<file path="src/rtl/event_data_pkg.sv">
// What this block does
// - Copy the descriptor's 64-bit event data into the transfer event parameter.
// - Bits 31:22 of word two pick the interrupter; below interrupter_count.
// - With evaluate_next_flag set, evaluate the next descriptor before saving state.
// - With completion_interrupt_flag set, post an event and request an interrupt.
// - With event_interrupt_block_flag and completion_interrupt_flag set, post with irq_assert clear; irq_o rises from ST_POSTED if mask bit 0 is set.
// - A detected error condition writes its matching completion code.
// - Completion code zero is never reported as a real outcome.
// - Successful completion reports code one.
// - Data overrun or underrun reports code two.
// - Babble during the transaction reports code three.
// - No valid peripheral response reports code four.
// - An out-of-range or invalid descriptor parameter reports code five.
// - A stall condition reports code six.
// - Lacking resources for configuration or addressing reports code seven.
// - Lacking periodic bandwidth for configuration reports code eight.
`default_nettype none

package event_data_pkg;

  // ****************************************************************
  // Descriptor layout.
  // ****************************************************************
  localparam int EVAL_NEXT_BIT   = 1;
  localparam int CHAIN_BIT       = 4;
  localparam int COMPL_IRQ_BIT   = 5;
  localparam int IRQ_BLOCK_BIT   = 9;
  localparam int TYPE_LSB        = 10;
  localparam int TYPE_MSB        = 15;
  localparam int TARGET_LSB      = 22;
  localparam int TARGET_MSB      = 31;
  localparam int TARGET_W        = TARGET_MSB - TARGET_LSB + 1;

  typedef struct packed {
    logic [31:0] word3;
    logic [31:0] word2;
    logic [31:0] word1;
    logic [31:0] word0;
  } ring_descriptor_t;

  // ****************************************************************
  // Completion codes.
  // ****************************************************************
  localparam logic [7:0] CC_INVALID   = 8'h00;
  localparam logic [7:0] CC_SUCCESS   = 8'h01;
  localparam logic [7:0] CC_DATA_BUF  = 8'h02;
  localparam logic [7:0] CC_BABBLE    = 8'h03;
  localparam logic [7:0] CC_TXN       = 8'h04;
  localparam logic [7:0] CC_PARAM     = 8'h05;
  localparam logic [7:0] CC_STALL     = 8'h06;
  localparam logic [7:0] CC_RESOURCE  = 8'h07;
  localparam logic [7:0] CC_BANDWIDTH = 8'h08;

  typedef struct packed {
    logic data_buffer;
    logic babble;
    logic no_response;
    logic stall;
    logic resource;
    logic bandwidth;
  } error_cond_t;

  typedef struct packed {
    logic [63:0]         parameter_data;
    logic [7:0]          code;
    logic [TARGET_W-1:0] target;
    logic                irq_assert;
  } transfer_event_t;

  // ****************************************************************
  // Register map.
  // ****************************************************************
  localparam int         ADDR_W      = 8;
  localparam logic [7:0] OFS_CTRL    = 8'h00;
  localparam logic [7:0] OFS_ICOUNT  = 8'h04;
  localparam logic [7:0] OFS_STATUS  = 8'h08;
  localparam logic [7:0] OFS_MASK    = 8'h0c;
  localparam logic [7:0] OFS_LAST    = 8'h10;
  localparam logic [7:0] OFS_EVCNT   = 8'h14;

  localparam int         ICOUNT_W    = TARGET_W + 1;
  localparam logic [ICOUNT_W-1:0] ICOUNT_RST = 11'h001;
  localparam logic       CTRL_RST    = 1'b0;
  localparam int         STAT_W      = 4;
  localparam int         ST_POSTED   = 0;
  localparam int         ST_ERROR    = 1;
  localparam int         ST_PARAM    = 2;
  localparam int         ST_SAVED    = 3;
  localparam logic [STAT_W-1:0] STAT_RST = 4'h0;
  localparam int         LAST_TGT_LSB = 8;
  localparam int         LAST_CHAIN_BIT = 20;

endpackage : event_data_pkg

`default_nettype wire

</file>
<file path="src/rtl/event_data_completion.sv">
`default_nettype none

module event_data_completion #(
  parameter logic [5:0] EVENT_DATA_TYPE = 6'h07  // Type code of the event data descriptor.
) (
  input  wire logic                                   sys_clk_i,
  input  wire logic                                   rst_n_i,
  input  wire logic                                   clk_en_i,
  input  wire logic                                   psel_i,
  input  wire logic                                   penable_i,
  input  wire logic                                   pwrite_i,
  input  wire logic [event_data_pkg::ADDR_W-1:0]      paddr_i,
  input  wire logic [31:0]                            pwdata_i,
  output logic                                        pready_o,
  output logic [31:0]                                 prdata_o,
  output logic                                        pslverr_o,
  input  wire logic                                   desc_valid_i,
  input  wire event_data_pkg::ring_descriptor_t       desc_i,
  input  wire event_data_pkg::error_cond_t            cond_i,
  output logic                                        desc_ready_o,
  output logic                                        event_valid_o,
  output event_data_pkg::transfer_event_t             event_o,
  input  wire logic                                   event_ready_i,
  output logic                                        save_state_o,
  output logic                                        irq_o
);

  // ****************************************************************
  // Registers and state.
  // ****************************************************************
  typedef enum logic [1:0] {ST_IDLE, ST_CHECK, ST_POST} phase_t;

  phase_t                                  phase;
  logic                                    enable;
  logic [event_data_pkg::ICOUNT_W-1:0]     icount;
  logic [event_data_pkg::STAT_W-1:0]       status;
  logic [event_data_pkg::STAT_W-1:0]       mask;
  logic [31:0]                             evcnt;
  logic [7:0]                              last_code;
  logic [event_data_pkg::TARGET_W-1:0]     last_target;
  logic                                    last_chain;

  logic [63:0]                             hold_data;
  logic [event_data_pkg::TARGET_W-1:0]     hold_target;
  logic                                    hold_nxt;
  logic                                    hold_chain;
  logic                                    hold_irq;
  logic                                    hold_blk;
  logic                                    hold_type_ok;
  event_data_pkg::error_cond_t             hold_cond;

  // ****************************************************************
  // Completion code selection.
  // ****************************************************************
  function automatic logic [7:0] pick_code(input logic param_bad, input event_data_pkg::error_cond_t c);
    logic [7:0] code;
    code = event_data_pkg::CC_SUCCESS;
    if (param_bad)          code = event_data_pkg::CC_PARAM;
    else if (c.stall)       code = event_data_pkg::CC_STALL;
    else if (c.babble)      code = event_data_pkg::CC_BABBLE;
    else if (c.no_response) code = event_data_pkg::CC_TXN;
    else if (c.data_buffer) code = event_data_pkg::CC_DATA_BUF;
    else if (c.resource)    code = event_data_pkg::CC_RESOURCE;
    else if (c.bandwidth)   code = event_data_pkg::CC_BANDWIDTH;
    return code;
  endfunction : pick_code

  // ****************************************************************
  // Descriptor decode.
  // ****************************************************************
  // Only the named fields are picked out; reserved-zero bits never reach any logic.
  wire logic [63:0] in_data = {desc_i.word1, desc_i.word0};
  wire logic [event_data_pkg::TARGET_W-1:0] in_target =
    desc_i.word2[event_data_pkg::TARGET_MSB:event_data_pkg::TARGET_LSB];
  wire logic [5:0] in_type = desc_i.word3[event_data_pkg::TYPE_MSB:event_data_pkg::TYPE_LSB];
  wire logic take      = desc_valid_i & desc_ready_o;
  wire logic target_ok = {1'b0, hold_target} < icount;
  wire logic param_bad = ~target_ok | ~hold_type_ok;
  wire logic [7:0] code_now = pick_code(param_bad, hold_cond);
  wire logic need_event = hold_irq | (code_now != event_data_pkg::CC_SUCCESS);
  wire logic in_check  = (phase == ST_CHECK);
  wire logic posted    = (phase == ST_POST) & event_valid_o & event_ready_i;
  wire logic finish    = (in_check & ~need_event) | posted;
  wire logic save_now  = finish & ~hold_nxt;

  // ****************************************************************
  // Bus decode.
  // ****************************************************************
  wire logic access   = psel_i & penable_i;
  wire logic first_ac = access & ~pready_o;
  wire logic wr_fire  = access & pready_o & pwrite_i;
  wire logic sel_ctrl   = (paddr_i == event_data_pkg::OFS_CTRL);
  wire logic sel_icount = (paddr_i == event_data_pkg::OFS_ICOUNT);
  wire logic sel_status = (paddr_i == event_data_pkg::OFS_STATUS);
  wire logic sel_mask   = (paddr_i == event_data_pkg::OFS_MASK);
  wire logic sel_last   = (paddr_i == event_data_pkg::OFS_LAST);
  wire logic sel_evcnt  = (paddr_i == event_data_pkg::OFS_EVCNT);
  wire logic hit = sel_ctrl | sel_icount | sel_status | sel_mask | sel_last | sel_evcnt;

  wire logic [31:0] last_word = {11'h000, last_chain, 2'h0, last_target, last_code};
  wire logic [31:0] rd_mux =
    sel_ctrl   ? {31'h0000_0000, enable} :
    sel_icount ? {21'h00_0000, icount} :
    sel_status ? {28'h000_0000, status} :
    sel_mask   ? {28'h000_0000, mask} :
    sel_last   ? last_word :
    sel_evcnt  ? evcnt : 32'h0000_0000;

  wire logic [event_data_pkg::STAT_W-1:0] stat_set = {
    save_now,
    finish & param_bad,
    finish & (code_now != event_data_pkg::CC_SUCCESS),
    posted};
  wire logic [event_data_pkg::STAT_W-1:0] stat_clr =
    (wr_fire & sel_status) ? pwdata_i[event_data_pkg::STAT_W-1:0] : 4'h0;
  // A hardware set in the same cycle as a software clear is kept.
  wire logic [event_data_pkg::STAT_W-1:0] next_status = (status & ~stat_clr) | stat_set;

  // ****************************************************************
  // Bus slave and register file.
  // ****************************************************************
  always_ff @(posedge sys_clk_i) begin
    if (!rst_n_i) begin
      pready_o  <= 1'b0;
      prdata_o  <= 32'h0000_0000;
      pslverr_o <= 1'b0;
      enable    <= event_data_pkg::CTRL_RST;
      icount    <= event_data_pkg::ICOUNT_RST;
      mask      <= event_data_pkg::STAT_RST;
    end else if (clk_en_i) begin
      pready_o  <= first_ac;
      pslverr_o <= first_ac & ~hit;
      if (first_ac) begin
        prdata_o <= pwrite_i ? 32'h0000_0000 : rd_mux;
      end
      if (wr_fire & sel_ctrl) begin
        enable <= pwdata_i[0];
      end
      if (wr_fire & sel_icount) begin
        icount <= pwdata_i[event_data_pkg::ICOUNT_W-1:0];
      end
      if (wr_fire & sel_mask) begin
        mask <= pwdata_i[event_data_pkg::STAT_W-1:0];
      end
    end
  end

  // ****************************************************************
  // Interrupt status.
  // ****************************************************************
  always_ff @(posedge sys_clk_i) begin
    if (!rst_n_i) begin
      status <= event_data_pkg::STAT_RST;
      irq_o  <= 1'b0;
    end else if (clk_en_i) begin
      status <= next_status;
      irq_o  <= |(next_status & mask);
    end
  end

  // ****************************************************************
  // Descriptor capture.
  // ****************************************************************
  always_ff @(posedge sys_clk_i) begin
    if (!rst_n_i) begin
      hold_data    <= 64'h0000_0000_0000_0000;
      hold_target  <= '0;
      hold_nxt     <= 1'b0;
      hold_chain   <= 1'b0;
      hold_irq     <= 1'b0;
      hold_blk     <= 1'b0;
      hold_type_ok <= 1'b0;
      hold_cond    <= '0;
    end else if (clk_en_i && take) begin
      hold_data    <= in_data;
      hold_target  <= in_target;
      hold_nxt     <= desc_i.word3[event_data_pkg::EVAL_NEXT_BIT];
      hold_chain   <= desc_i.word3[event_data_pkg::CHAIN_BIT];
      hold_irq     <= desc_i.word3[event_data_pkg::COMPL_IRQ_BIT];
      hold_blk     <= desc_i.word3[event_data_pkg::IRQ_BLOCK_BIT];
      hold_type_ok <= (in_type == EVENT_DATA_TYPE);
      hold_cond    <= cond_i;
    end
  end

  // ****************************************************************
  // Sequencer.
  // ****************************************************************
  always_ff @(posedge sys_clk_i) begin
    if (!rst_n_i) begin
      phase         <= ST_IDLE;
      desc_ready_o  <= 1'b0;
      event_valid_o <= 1'b0;
      event_o       <= '0;
      save_state_o  <= 1'b0;
    end else if (clk_en_i) begin
      save_state_o <= save_now;
      case (phase)
        ST_IDLE: begin
          if (take) begin
            desc_ready_o <= 1'b0;
            phase        <= ST_CHECK;
          end else begin
            desc_ready_o <= enable;
          end
        end
        ST_CHECK: begin
          if (need_event) begin
            event_valid_o            <= 1'b1;
            event_o.parameter_data   <= hold_data;
            event_o.code             <= code_now;
            event_o.target           <= hold_target;
            event_o.irq_assert       <= ~(hold_irq & hold_blk);
            phase                    <= ST_POST;
          end else begin
            desc_ready_o <= enable;
            phase        <= ST_IDLE;
          end
        end
        ST_POST: begin
          if (event_ready_i) begin
            event_valid_o <= 1'b0;
            desc_ready_o  <= enable;
            phase         <= ST_IDLE;
          end
        end
        default: begin
          phase <= ST_IDLE;
        end
      endcase
    end
  end

  // ****************************************************************
  // Completion record and event counter.
  // ****************************************************************
  always_ff @(posedge sys_clk_i) begin
    if (!rst_n_i) begin
      evcnt       <= 32'h0000_0000;
      last_code   <= event_data_pkg::CC_INVALID;
      last_target <= '0;
      last_chain  <= 1'b0;
    end else if (clk_en_i) begin
      if (posted) begin
        evcnt <= evcnt + 32'h0000_0001;
      end
      if (finish) begin
        last_code   <= code_now;
        last_target <= hold_target;
        last_chain  <= hold_chain;
      end
    end
  end

  // ****************************************************************
  // Checks.
  // ****************************************************************
  event_data_copy_a: assert property (@(posedge sys_clk_i) disable iff (!rst_n_i)
    clk_en_i && in_check && need_event |=> event_valid_o && event_o.parameter_data == hold_data)
    else $error("event parameter does not match descriptor data");

  target_route_a: assert property (@(posedge sys_clk_i) disable iff (!rst_n_i)
    event_valid_o && {1'b0, event_o.target} >= icount |-> event_o.code == event_data_pkg::CC_PARAM)
    else $error("out-of-range interrupter not flagged");

  save_defer_a: assert property (@(posedge sys_clk_i) disable iff (!rst_n_i)
    clk_en_i && finish && hold_nxt |=> !save_state_o)
    else $error("state saved before next descriptor was evaluated");

  irq_post_a: assert property (@(posedge sys_clk_i) disable iff (!rst_n_i)
    clk_en_i && in_check && hold_irq |=> event_valid_o)
    else $error("completion interrupt flag did not post an event");

  irq_block_a: assert property (@(posedge sys_clk_i) disable iff (!rst_n_i)
    event_valid_o && hold_irq && hold_blk |-> !event_o.irq_assert)
    else $error("blocked event still asserts an interrupt");

  code_nonzero_a: assert property (@(posedge sys_clk_i) disable iff (!rst_n_i)
    event_valid_o |-> event_o.code != event_data_pkg::CC_INVALID)
    else $error("completion code zero reported");

  success_code_a: assert property (@(posedge sys_clk_i) disable iff (!rst_n_i)
    clk_en_i && in_check && !param_bad && hold_cond == '0 && hold_irq
    |=> event_o.code == event_data_pkg::CC_SUCCESS)
    else $error("clean completion not reported as success");

  stall_code_a: assert property (@(posedge sys_clk_i) disable iff (!rst_n_i)
    clk_en_i && in_check && !param_bad && hold_cond.stall |=> event_o.code == event_data_pkg::CC_STALL)
    else $error("stall not reported");

  error_event_a: assert property (@(posedge sys_clk_i) disable iff (!rst_n_i)
    clk_en_i && in_check && hold_cond != '0 |=> event_valid_o && event_o.code != event_data_pkg::CC_SUCCESS)
    else $error("error condition completed without its code");

  hold_stable_a: assert property (@(posedge sys_clk_i) disable iff (!rst_n_i)
    event_valid_o && !event_ready_i && clk_en_i |=> event_valid_o && $stable(event_o))
    else $error("pending event changed before it was taken");

endmodule : event_data_completion

`default_nettype wire

</file>
<file path="config.mk">
export PLATFORM = sky130hd
export DESIGN_NAME = event_data_completion
export DESIGN_NICKNAME = d
export VERILOG_FILES = /design/src/rtl/event_data_pkg.sv /design/src/rtl/event_data_completion.sv
export SDC_FILE = /design/constraint.sdc
export NUM_CORES = 1
export LEC_CHECK = 0
export ABC_AREA = 0
export CORE_UTILIZATION = 25
export CTS_BUF_LIST = sky130_fd_sc_hd__clkbuf_4 sky130_fd_sc_hd__clkbuf_8
export DETAILED_ROUTE_END_ITERATION = 12
export DONT_BUFFER_PORTS = 1
export GPL_ROUTABILITY_DRIVEN = 1
export MAX_ROUTING_LAYER = met4
export SYNTH_ARGS = -nofsm -noshare
export SYNTH_HDL_FRONTEND = slang
export SYNTH_SLANG_ARGS = --single-unit
</file>
<file path="constraint.sdc">
create_clock -name sys_clk_i -period 2.45 [get_ports sys_clk_i]
set_input_delay 0.245 -clock sys_clk_i [delete_from_list [all_inputs] [get_ports sys_clk_i]]
set_output_delay 0.245 -clock sys_clk_i [all_outputs]
set_load 0.005 [all_outputs]
</file>
== Word level (Yosys, flattened, before mapping) ==
Cells that the tools add are included.
Cells by class
  $lt $le $gt $ge: 1
  equal/unequal tests: 13
  reduce and logical (&&, ||, !) cells: 16
  add/subtract/negate cells: 1
  bitwise gates (word level): 36
  mux-type cells: 26
Operators with widths (number)
  $mux 32: 7
  $add 32x1->32 const B: 1
  $mux 4: 8
  $and 1x1->1: 17
  $eq 8x4->1 const B: 2
  $eq 8x5->1 const B: 2
  $reduce_and 2->1: 6
  $lt 10x11->1: 1
  $and 4x4->4: 2
  $eq 8x3->1 const B: 1
  $logic_not 8->1: 1
  $ne 2x2->1 const B: 4
  $ne 8x1->1 const B: 1
  $or 1x1->1: 8
  $reduce_and 4->1: 2
  $not 1->1: 7
  $eq 6x3->1 const B: 1
  $mux 2: 3
  $pmux 2 s3: 1
  $reduce_and 3->1: 2
  $mux 1: 5
  $not 4->4: 1
  $or 4x4->4: 1
  $reduce_or 4->1: 1
  other kinds (8): 8
Storage, ports and cells
  logic and storage cells: 126
  register bits after elaboration: 279

== Depth between registers and ports, before layout ==
  word-level depth: 16
  gate-level depth with buffers: 10

== Least setup slack after synthesis ==
No wires, ideal clock.
  kind: register to register
  start point: register icount[6] in the netlist's numbering
  end point: register event_valid_o
  library setup time: 0.132 ns
  arrival: 2.045 ns
  required time: 2.318 ns
  stages on the path, launching flop included: 10
  setup slack: 0.273 ns
  cell sequence: dfxtp_1 -> inv_1 -> ha_1 -> a21oi_1 -> o21ai_0 -> a221oi_1 -> a21oi_2 -> clkbuf_1 -> a21oi_1 -> nor3_1
On the way
  word-level cells in the longest chain between the ends: 8
RTL lines
  start: declaration: line event_data_completion.sv:35  | logic [event_data_pkg::ICOUNT_W-1:0] icount;
  start signal: assignment: line event_data_completion.sv:128  | icount <= event_data_pkg::ICOUNT_RST;
  start signal: assignment: line event_data_completion.sv:140  | icount <= pwdata_i[event_data_pkg::ICOUNT_W-1:0];
  $lt 10x11->1: line event_data_completion.sv:77  | wire logic target_ok = {1'b0, hold_target} < icount;
  $not 1->1: line event_data_completion.sv:78  | wire logic param_bad = ~target_ok | ~hold_type_ok;
  $or 1x1->1: line event_data_completion.sv:78
  $mux 4: line event_data_completion.sv:58  | if (param_bad) code = event_data_pkg::CC_PARAM;
  $ne 8x1->1: line event_data_completion.sv:80  | wire logic need_event = hold_irq | (code_now != event_data_pkg::CC_SUCCESS);
  $or 1x1->1: line event_data_completion.sv:80
  $ne 2x2->1 (no source line)
  $reduce_and 4->1 (no source line)
  end signal: assignment: line event_data_completion.sv:193  | event_valid_o <= 1'b0;
  end signal: assignment: line event_data_completion.sv:209  | event_valid_o <= 1'b1;
  end signal: assignment: line event_data_completion.sv:222  | event_valid_o <= 1'b0;
  end: declaration: line event_data_completion.sv:21  | output logic event_valid_o,
No other way between the ends.
A chain may end at the register's enable or synchronous reset.

== Final worst setup path ==
  start point: register icount[6] in the netlist's numbering
  end point: register event_o[70] in the netlist's numbering
On the way
  word-level cells in the longest chain between the ends: 7
RTL lines
  $lt 10x11->1: line event_data_completion.sv:77
  $not 1->1: line event_data_completion.sv:78
  $or 1x1->1: line event_data_completion.sv:78
  $mux 4: line event_data_completion.sv:58
  $ne 8x1->1: line event_data_completion.sv:80
  $or 1x1->1: line event_data_completion.sv:80
  $reduce_and 3->1 (no source line)
  end: declaration: line event_data_completion.sv:22  | output event_data_pkg::transfer_event_t event_o,
No other way between the ends.

==> impl_metrics.py <==
metrics = {
    "run_status": {
        "outcome": "finished, final reports clean",
    },
    "synth": {
        "ys_warn_count": 0,
        "syn_inst": 1310,
        "ys.flop_type": "dfxtp_1",
        "ys_types": 55,
        "synth_edf_count": 0,
        "seq_area_frac_synth": 0.511,
        "synth_area_leaders": "dfxtp_1 51%, nand2_1 14%, a21oi_1 9.1%, nor2_1 3.2%, clkbuf_1 2.2%",
        "ys_async_sr_fraction": 0,
        "yosys.area.top_type": "dfxtp_1",
        "netlist_area_mm2": 0.0106,
        "synth_top_area_frac": 0.511,
        "synth.avg_cell_area_um2": 8.11,
        "ys_ff_latch": 271,
    },
    "setup_path": {
        "critPathCaptureType": "flop",
        "start_kind": "flop",
        "r2r_slack_ns": 0.16,
        "cp_max_fo": 40,
        "crit_type": "reg -> reg",
        "reg2reg_from": "icount[6]$_SDFFE_PN0P_",
        "r2r-end": "event_o[70]$_SDFFE_PN0P_",
        "cp_data_arrival_time_ns": 2.82,
        "worst_r2r_path_depth": 9,
        "cp.required_ns": 2.98,
    },
    "timing": {
        "fmax_mhz": 437,
        "period_minus_slack_ns": 2.29,
        "timing.final.hold_violations": 0,
        "worstMarginPinSlew_ns": 1.24,
        "setup_viol": 0,
        "fin_hold_ws_ns": 0.0555,
        "period_share": 0.934,
        "maxSlewHeadroom": 0.168,
        "rsz0062_at_grt": "no",
        "fin_tns_setup_ns": 0,
        "final.setup_skew_ns": 0.0268,
        "slew_violations": 0,
    },
    "power": {
        "p_clk_frac": 0.505,
        "seqPwrFrac": 0.464,
        "p_leak_uw": 0.00479,
        "p_per_area_mw_per_mm2": 694,
        "p_int_uw": 7360,
        "sw_frac_of_total": 0.226,
        "comb_power_share": 0.031,
        "netSwitchingPower_uw": 2150,
        "ir_drop_mv": 0.392,
    },
    "floorplan": {
        "die-width_um": 208,
        "rows": 75,
        "core_area_mm2": 0.0419,
        "die-area_mm2": 0.0433,
        "die_h_um": 208,
        "initial_utilization": 0.253,
        "ios": 303,
    },
    "layout": {
        "final_common_cell": "nand2_1",
        "layout-drive-gt1-share": 0.0985,
        "areaGrowthSynthToFinish_pct": 29.1,
        "final_nets": 1629,
        "final_cell_mix": "384 x nand2_1, 271 x dfxtp_1, 193 x a21oi_1",
        "design_area_mm2": 0.0137,
    },
    "clocking": {
        "clk_latency_ns": 0.62,
        "cts_tree": "done",
        "cts_buffer_depth": 3,
        "numCtsBuffers": 49,
        "clk_pin_slew_worst_paths_ns": 0.06,
        "postCtsSetupBuffers": 0,
        "cts_sinks": 271,
        "htree_levels": 2,
        "root_buffer": "clkbuf_8",
    },
    "grt": {
        "grt_pass1_wl_um": 52300,
        "antenna_found_initial": 5,
        "grt_pass1_vias": 9295,
        "grt-ovfl-total": 0,
        "grt_max_degree": 78,
        "grtUsageTotal": 0.158,
    },
    "detailed_routing": {
        "routed_wirelength_um": 33600,
        "vias_per_cell": 4.74,
        "drc": 0,
        "drt_iter0_drc": 568,
        "wl_per_cell_um": 16.7,
        "dr.pass1.iters": 5,
        "final_antenna_net_count": 0,
        "vias": 9564,
    },
    "place": {
        "place_hpwl_um": 22500,
        "gp_congestion": 0.873,
        "io_buffers": 0,
        "placed_cell_area_mm2": 0.0114,
    },
    "worst_hold_path": {
        "hp-class": "in -> reg",
        "hold_end": "hold_type_ok$_SDFFE_PN0P_",
        "worstHoldPathCells": 3,
        "hp-start": "desc_valid_i",
    },
    "run": {
        "cap_violations": 0,
    },
}
## metal layers
metal	global-route usage	routed length, um	vias to the layer above
li1	-	-	4674
met1	0.189	14500	4495
met2	0.249	15600	329
met3	0.0466	2650	66
met4	0.0605	942	0
met5	-	0	-
## state kept, by name (all words and copies together), names as in the netlist, 2 cells and up
signal / cells
last_target: 10
hold_data: 64
mask: 4
prdata_o: 32
status: 4
last_code: 4
evcnt: 32
event_o: 79
hold_cond: 6
hold_target: 10
phase: 2
icount: 11
## how the worst max path moves through the flow
stage | from | end | depth (start not counted)
2_1_floorplan | icount[6]$_SDFFE_PN0P_ | event_valid_o$_SDFFE_PN0P_ | 9
5_1_grt | icount[6]$_SDFFE_PN0P_ | event_o[41]$_SDFFE_PN0P_ | 9
3_3_place_gp | icount[6]$_SDFFE_PN0P_ | event_o[14]$_SDFFE_PN0P_ | 9
3_5_place_dp | icount[6]$_SDFFE_PN0P_ | event_o[14]$_SDFFE_PN0P_ | 9
4_1_cts | icount[6]$_SDFFE_PN0P_ | event_o[14]$_SDFFE_PN0P_ | 9
6_report | icount[6]$_SDFFE_PN0P_ | event_o[70]$_SDFFE_PN0P_ | 9
## what timing repair did
action                                  CTS  global route
endpoints found under the setup margin    0             7
endpoints found under the hold margin   151             0
gates resized for setup                   0             2
hold buffers                            119             0
## layout make-up
type                            instances  area (um2)
Fill cell                            4335       28200
Sequential cell                       271        5430
Multi-Input combinational cell        932        4790
Timing Repair Buffer                  156        1600
Clock buffer                           70         901
Tap cell                              539         674
Clock inverter                         20         215
Inverter                               23        91.3
Antenna cell                            5        12.5
## critical path: stages, from the launching register on
cell	delay (ns)
dfxtp_1	0.36
inv_1	0.06
ha_1	0.32
a21oi_1	0.14
o21ai_0	0.13
a221o_1	0.41
o21ai_4	0.26
buf_12	0.25
nand2_1	0.10
a21oi_1	0.18
## through the flow
step,std cells,total power (uW),util,setup slack (ns)
CTS,2011,9670,0.326,0.0760
global route,2016,9880,0.327,0.00974
finish,2016,9520,0.327,0.161
floorplan,1313,4620,-,0.273
detailed placement,1802,4630,0.271,0.0691
global placement,1802,4630,0.271,0.101
## power groups by stage
stage	sequential [uW]	combinational (uW)	clock, uW
global placement	4510	120	0
CTS	4410	295	4960
detailed placement	4510	122	0
global route	4410	316	5160
finish	4410	296	4810
floorplan	4510	110	0
## synth_stat cells, types with 2 or more instances
master	instances
nand2b_1	7
or4_1	4
o21ai_0	22
a32oi_1	2
o31ai_1	3
a22o_1	4
xnor2_1	9
inv_1	22
and4_1	6
a221oi_1	2
a31oi_1	6
dfxtp_1	271
buf_1	4
a21oi_1	193
nand4b_1	3
nor2_1	90
buf_4	11
nand3_1	35
a211oi_1	3
and3_1	10
o32ai_1	3
o211ai_1	4
nand2_1	384
nand4_1	13
or4_4	2
o22ai_1	3
xor2_1	19
nor4_1	5
nor3_1	7
clkbuf_1	63
a22oi_1	30
nor2b_1	2
or3_1	2
mux2i_1	22
buf_2	9
ha_1	14
nor3_4	3
## logic make-up (layout without fill, tap and decap cells)
| family | count (synthesis) | in the layout | synth area share |
|---|---|---|---|
| simple gates | 579 | 579 | 0.232 |
| xor+xnor | 28 | 28 | 0.0231 |
| flops | 271 | 271 | 0.511 |
| mux | 23 | 23 | 0.0218 |
| compound gates | 284 | 284 | 0.151 |
| other cells | 1 | 9 | 0.000353 |
| buf+inv | 110 | 269 | 0.0438 |
| fa+ha+maj | 14 | 14 | 0.0165 |
(Power assumes the default switching activity.)
